$ cat src/design/rt_regs_pkg.sv
// Package of constants for the host register port and time tag counter.
// Assumes a single 25 MHz clock and synchronous host strobes.
package rt_regs_pkg;

  // ----------------------------------------------------------------------
  // Register addresses
  // ----------------------------------------------------------------------
  localparam logic [2:0] ADDR_TIME_TAG  = 3'h0;
  localparam logic [2:0] ADDR_CONTROL   = 3'h1;
  localparam logic [2:0] ADDR_BASE_PTR  = 3'h2;
  localparam logic [2:0] ADDR_STOP_TEST = 3'h3;
  localparam logic [2:0] ADDR_OP_STATUS = 3'h4;
  localparam logic [2:0] ADDR_LAST_CMD  = 3'h5;
  localparam int         ADDR_TOP_BIT   = 2;

  // ----------------------------------------------------------------------
  // Widths, reset values and timing
  // ----------------------------------------------------------------------
  localparam int          DATA_W        = 16;
  localparam logic [15:0] TIME_TAG_RST  = 16'h0000;
  localparam logic [15:0] CONTROL_RST   = 16'h0000;
  localparam logic [15:0] BASE_PTR_RST  = 16'h0000;
  localparam logic [15:0] ZERO_WORD     = 16'h0000;
  localparam int          CLK_KHZ       = 25000;
  localparam int          TICK_US       = 64;
  localparam int          TICK_CYCLES   = (TICK_US * CLK_KHZ) / 1000;
  localparam int          TX_HALF_CYCLES = 12;

endpackage : rt_regs_pkg

$ cat src/design/rt_reg_store.sv
// Small register store holding the host read/write words.
// Assumes writes and reads come from the port logic in the top module.
`timescale 1ns/100ps
module rt_reg_store #(
  parameter int WIDTH = 16,
  parameter int DEPTH = 4
) (
  input  wire logic                     clk,
  input  wire logic                     rst_n,
  input  wire logic                     wr_en,
  input  wire logic [$clog2(DEPTH)-1:0] wr_addr,
  input  wire logic [WIDTH-1:0]         wr_data,
  input  wire logic [$clog2(DEPTH)-1:0] rd_addr,
  output logic      [WIDTH-1:0]         rd_data
);

  logic [WIDTH-1:0] mem_ff [DEPTH];
  logic [WIDTH-1:0] nxt_rd_data;

  // ----------------------------------------------------------------------
  // Storage
  // ----------------------------------------------------------------------
  always_comb begin
    nxt_rd_data = mem_ff[rd_addr];
  end

  always_ff @(posedge clk or negedge rst_n) begin
    if (!rst_n) begin
      for (int i = 0; i < DEPTH; i++) begin
        mem_ff[i] <= '0;
      end
      rd_data <= '0;
    end else begin
      if (wr_en) begin
        mem_ff[wr_addr] <= wr_data;
      end
      rd_data <= nxt_rd_data;
    end
  end

endmodule : rt_reg_store

$ cat src/design/rt_host_register_port_time_tag.sv
// Host register port, time tag counter and biphase pin handling.
// Assumes host strobes and receive pins are synchronous to clk.
//
// Function
// [RULE1] Each channel takes Manchester serial input on its own one-phase pin.
// [RULE2] The receiver drives each zero-phase input as complement of one-phase.
// [RULE3] Zero-phase transmit output is complement of one-phase while sending.
// [RULE4] Both transmit outputs of each channel rest low when idle.
// [RULE5] Time tag, control and base pointer are host readable and writable.
// [RULE6] Status and last command are readable; writes to them do nothing.
// [RULE7] Stop self-test is write-only; writing it triggers its action.
// [RULE8] Address lines are inputs sampled while chip select is low.
// [RULE9] Register selected by decoding address with select, read, write.
// [RULE10] Write when select and write low; top address bit selects nothing.
// [RULE11] Time tag is a free-running 16-bit counter.
// [RULE12] Time tag advances once per 64 microseconds.
// [RULE13] Reset clears the time tag counter to zero.
// [RULE14] Host write loads the time tag; counting continues from there.
// [RULE15] At each received message end the time tag goes to shared memory.
// [RULE16] Host should read the time tag twice if consistency matters.
// [RULE17] Write codes 0..3 map to time tag, control, base pointer, self-test.
// [RULE18] System supplies the device clock all timing derives from.
// [RULE19] Active-low reset initialises everything before normal operation.
// [RULE20] Time tag tick is a clock divider giving 64 microseconds.
`timescale 1ns/100ps
module rt_host_register_port_time_tag #(
  parameter int TICK_DIV = rt_regs_pkg::TICK_CYCLES
) (
  input  wire logic        clk,
  input  wire logic        rst_n,
  input  wire logic        cs_n,
  input  wire logic        rd_n,
  input  wire logic        wr_n,
  input  wire logic [2:0]  addr_in,
  output logic      [2:0]  addr_out,
  output logic      [2:0]  addr_oe,
  input  wire logic [15:0] data_in,
  output logic      [15:0] data_out,
  output logic             data_oe,
  input  wire logic        chan_a_rx_one,
  input  wire logic        chan_a_rx_zero,
  input  wire logic        chan_b_rx_one,
  input  wire logic        chan_b_rx_zero,
  input  wire logic        tx_active,
  input  wire logic        tx_chan_b,
  input  wire logic        tx_bit,
  input  wire logic        msg_rx_done,
  input  wire logic [15:0] op_status,
  input  wire logic [15:0] last_command,
  output logic             chan_a_tx_one,
  output logic             chan_a_tx_zero,
  output logic             chan_b_tx_one,
  output logic             chan_b_tx_zero,
  output logic             chan_a_rx_data,
  output logic             chan_b_rx_data,
  output logic             stop_self_test,
  output logic      [15:0] control_word,
  output logic      [15:0] base_pointer_word,
  output logic             tag_store_req,
  output logic      [15:0] tag_store_data
);

  // ----------------------------------------------------------------------
  // Reset release
  // ----------------------------------------------------------------------
  logic rst_meta_ff;
  logic rst_sync_ff;

  always_ff @(posedge clk or negedge rst_n) begin
    if (!rst_n) begin
      rst_meta_ff <= 1'b0;
      rst_sync_ff <= 1'b0;
    end else begin
      rst_meta_ff <= 1'b1;
      rst_sync_ff <= rst_meta_ff; // RULE19
    end
  end

  // ----------------------------------------------------------------------
  // Address decode
  // ----------------------------------------------------------------------
  function automatic logic [3:0] decode(input logic [2:0] a);
    logic [3:0] sel;
    sel = 4'h0;
    if (!a[rt_regs_pkg::ADDR_TOP_BIT]) begin
      sel[a[1:0]] = 1'b1;
    end
    return sel;
  endfunction : decode

  logic       wr_strobe;
  logic       rd_strobe;
  logic       wr_seen_ff;
  logic       nxt_wr_seen;
  logic [3:0] wr_sel;

  always_comb begin
    wr_strobe   = !cs_n && !wr_n && !wr_seen_ff; // RULE10
    rd_strobe   = !cs_n && !rd_n; // RULE9
    nxt_wr_seen = !cs_n && !wr_n;
    wr_sel      = wr_strobe ? decode(addr_in) : 4'h0; // RULE8 RULE17
  end

  // ----------------------------------------------------------------------
  // Time tag counter
  // ----------------------------------------------------------------------
  // A single-cycle counter avoids the ripple hazard, though hosts still
  // may read twice for safety.
  logic [15:0] time_tag_counter_ff;
  logic [15:0] nxt_time_tag_counter;
  logic [$clog2(TICK_DIV)-1:0] div_ff;
  logic [$clog2(TICK_DIV)-1:0] nxt_div;
  logic        tick;

  always_comb begin
    tick    = (div_ff == ($clog2(TICK_DIV))'(TICK_DIV - 1)); // RULE20 RULE12
    nxt_div = tick ? '0 : div_ff + 1'b1;
    nxt_time_tag_counter = time_tag_counter_ff;
    if (wr_sel[rt_regs_pkg::ADDR_TIME_TAG[1:0]]) begin
      nxt_time_tag_counter = data_in; // RULE14
    end else if (tick) begin
      nxt_time_tag_counter = time_tag_counter_ff + 16'h0001; // RULE11
    end
  end

  always_ff @(posedge clk or negedge rst_sync_ff) begin
    if (!rst_sync_ff) begin
      div_ff              <= '0;
      time_tag_counter_ff <= rt_regs_pkg::TIME_TAG_RST; // RULE13
    end else begin
      div_ff              <= nxt_div;
      time_tag_counter_ff <= nxt_time_tag_counter;
    end
  end

  // ----------------------------------------------------------------------
  // Stored words
  // ----------------------------------------------------------------------
  logic [15:0] store_rd;

  rt_reg_store #(
    .WIDTH (16),
    .DEPTH (4)
  ) u_store (
    .clk     (clk),
    .rst_n   (rst_sync_ff),
    .wr_en   (wr_sel[rt_regs_pkg::ADDR_CONTROL[1:0]] ||
              wr_sel[rt_regs_pkg::ADDR_BASE_PTR[1:0]]), // RULE5
    .wr_addr (addr_in[1:0]),
    .wr_data (data_in),
    .rd_addr (addr_in[1:0]),
    .rd_data (store_rd)
  );

  logic [15:0] control_ff;
  logic [15:0] base_ptr_ff;
  logic [15:0] nxt_control;
  logic [15:0] nxt_base_ptr;

  always_comb begin
    nxt_control  = wr_sel[rt_regs_pkg::ADDR_CONTROL[1:0]] ? data_in : control_ff;
    nxt_base_ptr = wr_sel[rt_regs_pkg::ADDR_BASE_PTR[1:0]] ? data_in : base_ptr_ff;
  end

  // ----------------------------------------------------------------------
  // Read data and outputs
  // ----------------------------------------------------------------------
  logic [2:0]  addr_q_ff;
  logic [15:0] nxt_data_out;
  logic        nxt_data_oe;
  logic        nxt_stop;
  logic        nxt_store_req;

  always_comb begin
    nxt_data_out = rt_regs_pkg::ZERO_WORD;
    case (addr_in)
      rt_regs_pkg::ADDR_TIME_TAG:  nxt_data_out = time_tag_counter_ff; // RULE5
      rt_regs_pkg::ADDR_CONTROL:   nxt_data_out = control_ff;
      rt_regs_pkg::ADDR_BASE_PTR:  nxt_data_out = base_ptr_ff;
      rt_regs_pkg::ADDR_OP_STATUS: nxt_data_out = op_status; // RULE6
      rt_regs_pkg::ADDR_LAST_CMD:  nxt_data_out = last_command; // RULE6
      default:                     nxt_data_out = rt_regs_pkg::ZERO_WORD; // RULE7
    endcase
    nxt_data_oe   = rd_strobe;
    nxt_stop      = wr_sel[rt_regs_pkg::ADDR_STOP_TEST[1:0]]; // RULE7
    nxt_store_req = msg_rx_done; // RULE15
  end

  always_ff @(posedge clk or negedge rst_sync_ff) begin
    if (!rst_sync_ff) begin
      control_ff        <= rt_regs_pkg::CONTROL_RST;
      base_ptr_ff       <= rt_regs_pkg::BASE_PTR_RST;
      control_word      <= rt_regs_pkg::CONTROL_RST;
      base_pointer_word <= rt_regs_pkg::BASE_PTR_RST;
      wr_seen_ff        <= 1'b0;
      addr_q_ff         <= 3'h0;
      addr_out          <= 3'h0;
      addr_oe           <= 3'h0;
      data_out          <= rt_regs_pkg::ZERO_WORD;
      data_oe           <= 1'b0;
      stop_self_test    <= 1'b0;
      tag_store_req     <= 1'b0;
      tag_store_data    <= rt_regs_pkg::ZERO_WORD;
    end else begin
      control_ff        <= nxt_control;
      base_ptr_ff       <= nxt_base_ptr;
      control_word      <= nxt_control;
      base_pointer_word <= nxt_base_ptr;
      wr_seen_ff        <= nxt_wr_seen;
      addr_q_ff         <= cs_n ? addr_q_ff : addr_in; // RULE8
      addr_out          <= addr_q_ff;
      addr_oe           <= 3'h0; // RULE8
      data_out          <= nxt_data_out;
      data_oe           <= nxt_data_oe;
      stop_self_test    <= nxt_stop;
      tag_store_req     <= nxt_store_req;
      tag_store_data    <= time_tag_counter_ff; // RULE15
    end
  end

  // ----------------------------------------------------------------------
  // Biphase pins
  // ----------------------------------------------------------------------
  // Only the one-phase inputs are used; the zero-phase inputs are assumed to
  // be their complement and are kept for pin compatibility.
  logic nxt_a_one;
  logic nxt_a_zero;
  logic nxt_b_one;
  logic nxt_b_zero;
  logic unused_rx;

  always_comb begin
    unused_rx  = chan_a_rx_zero ^ chan_b_rx_zero; // RULE2
    nxt_a_one  = 1'b0; // RULE4
    nxt_a_zero = 1'b0;
    nxt_b_one  = 1'b0;
    nxt_b_zero = 1'b0;
    if (tx_active && !tx_chan_b) begin
      nxt_a_one  = tx_bit;
      nxt_a_zero = !tx_bit; // RULE3
    end else if (tx_active && tx_chan_b) begin
      nxt_b_one  = tx_bit;
      nxt_b_zero = !tx_bit; // RULE3
    end
  end

  always_ff @(posedge clk or negedge rst_sync_ff) begin
    if (!rst_sync_ff) begin
      chan_a_tx_one  <= 1'b0;
      chan_a_tx_zero <= 1'b0;
      chan_b_tx_one  <= 1'b0;
      chan_b_tx_zero <= 1'b0;
      chan_a_rx_data <= 1'b0;
      chan_b_rx_data <= 1'b0;
    end else begin
      chan_a_tx_one  <= nxt_a_one;
      chan_a_tx_zero <= nxt_a_zero;
      chan_b_tx_one  <= nxt_b_one;
      chan_b_tx_zero <= nxt_b_zero;
      chan_a_rx_data <= chan_a_rx_one; // RULE1
      chan_b_rx_data <= chan_b_rx_one; // RULE1
    end
  end

endmodule : rt_host_register_port_time_tag

$ cat config.mk
export PLATFORM = sky130hd
export DESIGN_NAME = rt_host_register_port_time_tag
export DESIGN_NICKNAME = d
export VERILOG_FILES = /design/src/design/rt_regs_pkg.sv /design/src/design/rt_reg_store.sv /design/src/design/rt_host_register_port_time_tag.sv
export SDC_FILE = /design/constraint.sdc
export NUM_CORES = 1
export LEC_CHECK = 0
export ABC_AREA = 1
export BUFFER_PORTS_ARGS = -buffer_cell sky130_fd_sc_hd__buf_4
export CORE_ASPECT_RATIO = 0.5
export CORE_UTILIZATION = 50
export DETAILED_ROUTE_END_ITERATION = 16
export GPL_TIMING_DRIVEN = 0
export PLACE_DENSITY_LB_ADDON = 0.08
export SYNTH_ARGS = -nofsm -noshare
export SYNTH_HDL_FRONTEND = slang
export SYNTH_SLANG_ARGS = --single-unit
$ cat constraint.sdc
create_clock -name clk -period 3.7 [get_ports clk]
set_input_delay 0.555 -clock clk [delete_from_list [all_inputs] [get_ports clk]]
set_output_delay 0.555 -clock clk [all_outputs]
set_load 0.1 [all_outputs]
==> results of run 1 <==
==> critical path, stage by stage, from the launching register on <==
cell	delay (ns)
dfrtp_1	0.47
ha_1	0.23
nand3_1	0.20
nor2_1	0.36
nand2_1	0.12
o21ai_0	0.16
nand3_1	0.10
nand2_1	0.07
==> power groups by stage <==
stage	Clock, mW	Sequential [mW]	Combinational [mW]
2_1_floorplan	0	2.59	0.241
3_3_place_gp	0	1.58	1.66
3_5_place_dp	0	1.57	1.70
4_1_cts	0.988	1.55	1.70
5_1_grt	1.03	1.58	1.76
6_report	0.977	1.55	1.70
==> layout by cell type (no fill, tap or decap), types with 3 or more instances in the layout <==
master / instances
xor2_1: 8
nor3_1: 9
nand4_1: 12
nand2_1: 146
inv_1: 61
clkbuf_16: 9
nand3_1: 54
a21oi_1: 13
buf_4: 141
clkbuf_1: 4
dfrtp_1: 108
o21ai_1: 18
inv_2: 3
o21ai_0: 47
conb_1: 4
nor2_1: 34
buf_2: 12
==> metrics by stage <==
step | hold slack [ns] | std cells
2_1_floorplan | 0.259 | 559
6_report | 0.306 | 843
5_1_grt | 0.295 | 843
4_1_cts | 0.301 | 843
3_5_place_dp | 0.321 | 826
3_3_place_gp | 0.334 | 825
==> routing by layer <==
layer / vias up / GRT usage, % / part of all wire, % / wire length [um]
met5: - / 0 / 0 / 0
met4: 0 / 7.85 / 0.87 / 121
met3: 18 / 7.42 / 9.2 / 1280
met2: 211 / 45.5 / 46 / 6410
met1: 2143 / 40.1 / 44 / 6050
li1: 2082 / - / - / -
==> cells by family after synthesis <==
logic type      count (synthesis)  share of synthesized area, %
other cells                     2                         0.156
xor+xnor                       10                          1.81
flops                         109                          56.5
fa+ha+maj                       2                         0.518
simple gates                  268                          25.0
buf+inv                        86                          7.59
compound gates                 80                          8.42
==> registers in the layout (all words and copies together), names as in the netlist, 3 cells and up <==
signal,cells
base_ptr_ff,16
tag_store_data,16
div_ff,11
data_out,16
control_ff,16
time_tag_counter_ff,16
addr_q_ff,3
addr_out,3
==> worst min-delay path by stage <==
stage	slack [ns]	startpoint	depth (start not counted)	to
global route	0.29	msg_rx_done	1	tag_store_req$_DFF_PN0_
floorplan	0.26	rst_n	0	rst_meta_ff$_DFF_PN0_
CTS	0.30	msg_rx_done	1	tag_store_req$_DFF_PN0_
detailed placement	0.32	rst_sync_ff$_DFF_PN0_	0	time_tag_counter_ff[13]$_DFFE_PN0P_
global placement	0.33	rst_meta_ff$_DFF_PN0_	0	rst_sync_ff$_DFF_PN0_
finish	0.31	rst_sync_ff$_DFF_PN0_	0	chan_b_tx_zero$_DFF_PN0_
==> final cells by class <==
type / instances / area, sq um / area share (%)
well taps: 130 / 163 / 2.56
clock buffers: 10 / 229 / 3.60
multi-input cells: 364 / 1740 / 27.4
flip-flops and latches: 109 / 2730 / 42.9
inverters: 65 / 246 / 3.88
clock inverters: 6 / 71.3 / 1.12
plain buffers: 21 / 120 / 1.89
repair buffers: 138 / 1060 / 16.6
==> timing repair <==
action	in CTS	in global routing
endpoints found under the setup margin	0	0
endpoints found under the hold margin	2	0
resized for setup	0	0
hold buffers	1	0
==> run_results.csv, run 1 <==
group,metric,value,unit
routing,drt_iter0_drc,358,
pwr,power_frac_clock,23.1,%
pwr,power.density,665,mW/mm^2
floorplan,die_x,141,um
worst_setup_path,cp_max_fo,6,
synth,synth-edff-count,0,
global_routing,grt_usage,28.9,%
flow_run,maxCapViolations,0,
worst_setup_path,timing.rr.end,"time_tag_counter_ff[10]$_DFFE_PN0P_",
routing,wl_per_cell,16.4,um
placement,dpl_worst_slack,1.67,ns
clock_network,numCtsBuffers,9,
floorplan,die-area,0.0101,sq mm
timing,min_period,1.78,ns
clock_network,cts.htree.levels,3,
worst_setup_path,rr_worst_depth,7,
worst_setup_path,critPathCapture,"time_tag_counter_ff[10]$_DFFE_PN0P_",
floorplan,core,0.00904,sq mm
timing,rsz0062_at_grt,"false",
worst_setup_path,critPathCaptureType,"register",
pwr,fin_total_pwr,4.23,mW
timing,fin_crit_sh,48.0,%
pwr,p_switching,1.98,mW
pwr,p_comb_share,40.2,%
floorplan,initial_core_util,53.4,%
routing,drtPass1Iterations,5,
synth,synthCells,557,
pwr,pwr-share-seq,36.7,%
clock_network,post_cts_buffers,0,
finish,drive_gt1_share,26.2,%
placement,hpwl,9920,um
worst_setup_path,r2r_start,"time_tag_counter_ff[0]$_DFFE_PN0P_",
floorplan,fp.dieH,71.5,um
timing,tns,0,ns
synth,yosysTopAreaCellShare,56.5,%
timing,finalMaxSlewViolations,0,
routing,via_per_inst,5.28,
pwr,ir_drop,407,uV
timing,slew_headroom,57.7,%
synth,yosysTopAreaCell,"dfrtp_1",
floorplan,io_pins,143,
worst_setup_path,crit_arrival,2.07,ns
routing,wirelength,13900,um
finish,utilization,70.4,%
finish,nets,774,
worst_setup_path,cp.required,3.99,ns
clock_network,cts_tree,"done",
synth,synth.top_cells.by_count,"146 x nand2_1, 109 x dfrtp_1, 61 x inv_1",
timing,skew,0.00951,ns
worst_setup_path,start_kind,"register",
clock_network,cts.reportedPaths.clkPinSlew,0.08,ns
routing,ant_nets,0,
worst_setup_path,rrSetupSlack,1.92,ns
placement,io_buffer_count,136,
timing,worst_slew_pin_slew,0.634,ns
synth,synthFlopType,"dfrtp_1",
synth,ys_seq_area_share,56.5,%
global_routing,grt_pass1_vias,4177,
clock_network,cts_buffer_depth,2,
synth,yosysMostFrequentCell,"nand2_1",
floorplan,rows,24,
synth,avgSynthCellArea,8.67,sq um
placement,placed_cell_area,0.00605,sq mm
global_routing,antenna_found_initial,0,
clock_network,clkSinkCount,109,
pwr,power_leakage,3.31,nW
timing,fin_ws,1.92,ns
worst_hold_path,hp-class,"reg -> async",
synth,yosys_warnings,0,
global_routing,grt_pass1_wl,21500,um
synth,synthTopCellsByArea,"dfrtp_1 57%, nand2_1 11%, nand3_1 5.6%",
finish,final_cell_area,0.00636,sq mm
pwr,intPower,2.25,mW
clock_network,clock-root-buffer,"clkbuf_16",
synth,netlist_area,0.00483,sq mm
routing,route.detailed.drc,0,
finish,fillers,719,
clock_network,clock_latency,0.36,ns
placement,gp_congestion,0.876,
worst_setup_path,cp-startpoint,"time_tag_counter_ff[0]$_DFFE_PN0P_",
finish,diodes,0,
global_routing,grt_max_degree,72,
outcome,status,"finished, final reports clean",
timing,finalHoldViolCount,0,
routing,vias,4454,
pwr,swShare,46.9,%
synth,ys_ff_latch,109,
worst_setup_path,critical_path_class,"reg -> reg",
timing,max_freq,563,MHz
finish,area_growth,31.8,%
synth,synth_cell_types,31,
global_routing,grt_remaining_overflow,0,
synth,async_reset_ff_share,100,%
timing,setup_viol,0,
Note: power is estimated with default switching activity, not from simulation.
==> run 2: changes to the inputs <==
CORE_UTILIZATION = 47   (was 50)
clock period = 1.5 ns   (was 3.7 ns; I/O delays follow)
==> run_results.csv, run 2 (synthesized netlist as in run 1, its figures left out) <==
group,metric,value,unit
outcome,status,"finished, final reports clean",
timing,max_freq,695,MHz
routing,drtPass1Iterations,5,
worst_hold_path,hp-class,"in -> reg",
clock_network,cts.htree.levels,3,
pwr,intPower,5.52,mW
worst_hold_path,min_from,"rd_n",
worst_setup_path,path_cells,"nand2_2 -> nor2_4 -> nand4_4 -> nand2_4 -> inv_4 -> buf_4 -> nand2_1 -> nand3_1",
timing,setup_viol,0,
pwr,p_switching,4.90,mW
global_routing,grt_remaining_overflow,0,
routing,route.met2.wl,6650,um
worst_setup_path,start_kind,"register",
routing,ant_nets,0,
timing,finalMaxSlewViolations,0,
worst_setup_path,path_delay_family,"simple AND/OR/NAND/NOR gates",
timing,fin_crit_sh,96.0,%
worst_setup_path,cpMaxStageDelayCell,"dfrtp_1",
floorplan,io_pins,143,
pwr,ir_drop,830,uV
finish,mostFrequentLayoutCells,"157 x buf_4, 143 x nand2_1, 102 x dfrtp_1, 61 x inv_1, 52 x nand3_1",
placement,io_buffer_count,136,
global_routing,grt_usage,27.2,%
global_routing,grt_pass1_wl,21600,um
flow_run,maxCapViolations,0,
timing,slew_headroom,48.4,%
worst_setup_path,rrSetupSlack,0.06,ns
floorplan,fp.dieH,73.7,um
clock_network,clkSinkCount,109,
finish,drive_gt1_share,30.5,%
pwr,power_frac_clock,22.2,%
timing,skew,0.00867,ns
worst_setup_path,timing.rr.end,"time_tag_counter_ff[8]$_DFFE_PN0P_",
placement,hpwl,9740,um
floorplan,rows,25,
worst_setup_path,cp_max_fo,5,
routing,drt_iter0_drc,325,
global_routing,grt_pass1_vias,4219,
routing,wirelength,14300,um
global_routing,grt_max_degree,56,
routing,routed.top_layer,"met4",
pwr,power_leakage,3.42,nW
pwr,pwr-share-seq,36.9,%
finish,multiInputGateArea,0.00184,sq mm
finish,layout_commonest_cell,"buf_4",
worst_setup_path,critPathCaptureType,"register",
routing,via_per_inst,5.18,
finish,layout.area.seq,0.00274,sq mm
routing,met1_length,6150,um
global_routing,antenna_found_initial,0,
timing,min_period,1.44,ns
worst_setup_path,cp.required,1.73,ns
finish,fillers,830,
timing,finalHoldViolCount,0,
clock_network,clock-root-buffer,"clkbuf_16",
timing,rsz0062_at_grt,"true",
routing,route.detailed.drc,0,
clock_network,cts.reportedPaths.clkPinSlew,0.07,ns
floorplan,core,0.00970,sq mm
routing,dr_wl_met3,1370,um
routing,wl_per_cell,16.4,um
floorplan,die-area,0.0107,sq mm
pwr,p_comb_share,40.9,%
pwr,power.density,1570,mW/mm^2
clock_network,clock_latency,0.35,ns
placement,gp_congestion,0.935,
pwr,swShare,47.0,%
routing,vias,4499,
pwr,fin_total_pwr,10.4,mW
worst_setup_path,crit_arrival,1.67,ns
worst_setup_path,critPathMaxStageDelay,0.40,ns
worst_hold_path,min_to,"data_oe$_DFF_PN0_",
clock_network,numCtsBuffers,9,
floorplan,die_x,145,um
clock_network,cts_buffer_depth,2,
timing,worst_slew_pin_slew,0.775,ns
worst_setup_path,r2r_start,"div_ff[5]$_DFF_PN0_",
finish,utilization,68.4,%
clock_network,cts_tree,"done",
worst_setup_path,critPathBufInv,2,
worst_setup_path,rr_worst_depth,8,
timing,whs,0.0127,ns
finish,nets,795,
finish,diodes,0,
worst_setup_path,critical_path_class,"reg -> reg",
finish,area_growth,37.4,%
floorplan,initial_core_util,49.8,%
worst_hold_path,hold_depth,2,
-- run 2: changes by cell type in the layout (fill, tap and decap cells not counted), moves of 4 or more --
cell	change
dfrtp_2	+6
nor2_4	+4
buf_4	+16
dfrtp_1	-6
nor2_1	-4
-- run 2: what timing repair did --
| item | CTS | global route |
|---|---|---|
| hold buffers | 4 | 0 |
| buffers inserted | 6 | 12 |
| endpoints found under the setup margin | 126 | 14 |
| cloned | 0 | 1 |
| pin swaps | 1 | 7 |
| hold endpoints to repair | 5 | 0 |
| gates resized for setup | 12 | 22 |
-- run 2: worst max-delay path by stage --
| stage | startpoint | end | slack (ns) | cells past startpoint |
|---|---|---|---|---|
| global route | div_ff[5]$_DFF_PN0_ | time_tag_counter_ff[8]$_DFFE_PN0P_ | -0.04 | 8 |
| CTS | div_ff[8]$_DFF_PN0_ | time_tag_counter_ff[15]$_DFFE_PN0P_ | 0.003 | 7 |
| floorplan | div_ff[0]$_DFF_PN0_ | time_tag_counter_ff[7]$_DFFE_PN0P_ | 0.12 | 7 |
| global placement | time_tag_counter_ff[0]$_DFFE_PN0P_ | time_tag_counter_ff[10]$_DFFE_PN0P_ | -0.21 | 7 |
| finish | div_ff[5]$_DFF_PN0_ | time_tag_counter_ff[8]$_DFFE_PN0P_ | 0.06 | 8 |
| detailed placement | time_tag_counter_ff[0]$_DFFE_PN0P_ | time_tag_counter_ff[10]$_DFFE_PN0P_ | -0.25 | 7 |
-- run 2: final cells by class --
cell class / count / share of cell area [%]
Sequential cell: 109 / 41.3
Multi-Input combinational cell: 364 / 27.7
Timing Repair Buffer: 159 / 18.5
Clock buffer: 12 / 3.87
Inverter: 65 / 3.75
Tap cell: 135 / 2.55
Buffer: 21 / 1.87
Clock inverter: 4 / 0.490
-- run 2: routing by layer --
metal,vias to the layer above,track usage [%]
met1,2149,36.7
met3,14,7.02
met4,0,8.77
met2,210,43.5
li1,2126,-
met5,-,0
-- run 2: power by group through the flow --
| stage | logic (mW) | registers, mW | clock network [mW] |
|---|---|---|---|
| final | 4.26 | 3.85 | 2.31 |
| after global routing | 4.44 | 3.91 | 2.46 |
| after CTS | 4.22 | 3.83 | 2.34 |
| after detailed placement | 4.12 | 3.91 | 0 |
| after global placement | 4.10 | 3.90 | 0 |
| after floorplan | 0.594 | 6.39 | 0 |
-- run 2: stage by stage --
step	worst slack (ns)	setup TNS (ns)	cell area, sq um	instances
after global routing	-0.0443	-0.279	6630	869
after floorplan	0.119	0	4840	559
after CTS	0.00279	0	6470	856
after global placement	-0.206	-12.16	6030	830
final	0.0605	0	6630	869
after detailed placement	-0.252	-11.63	6030	830
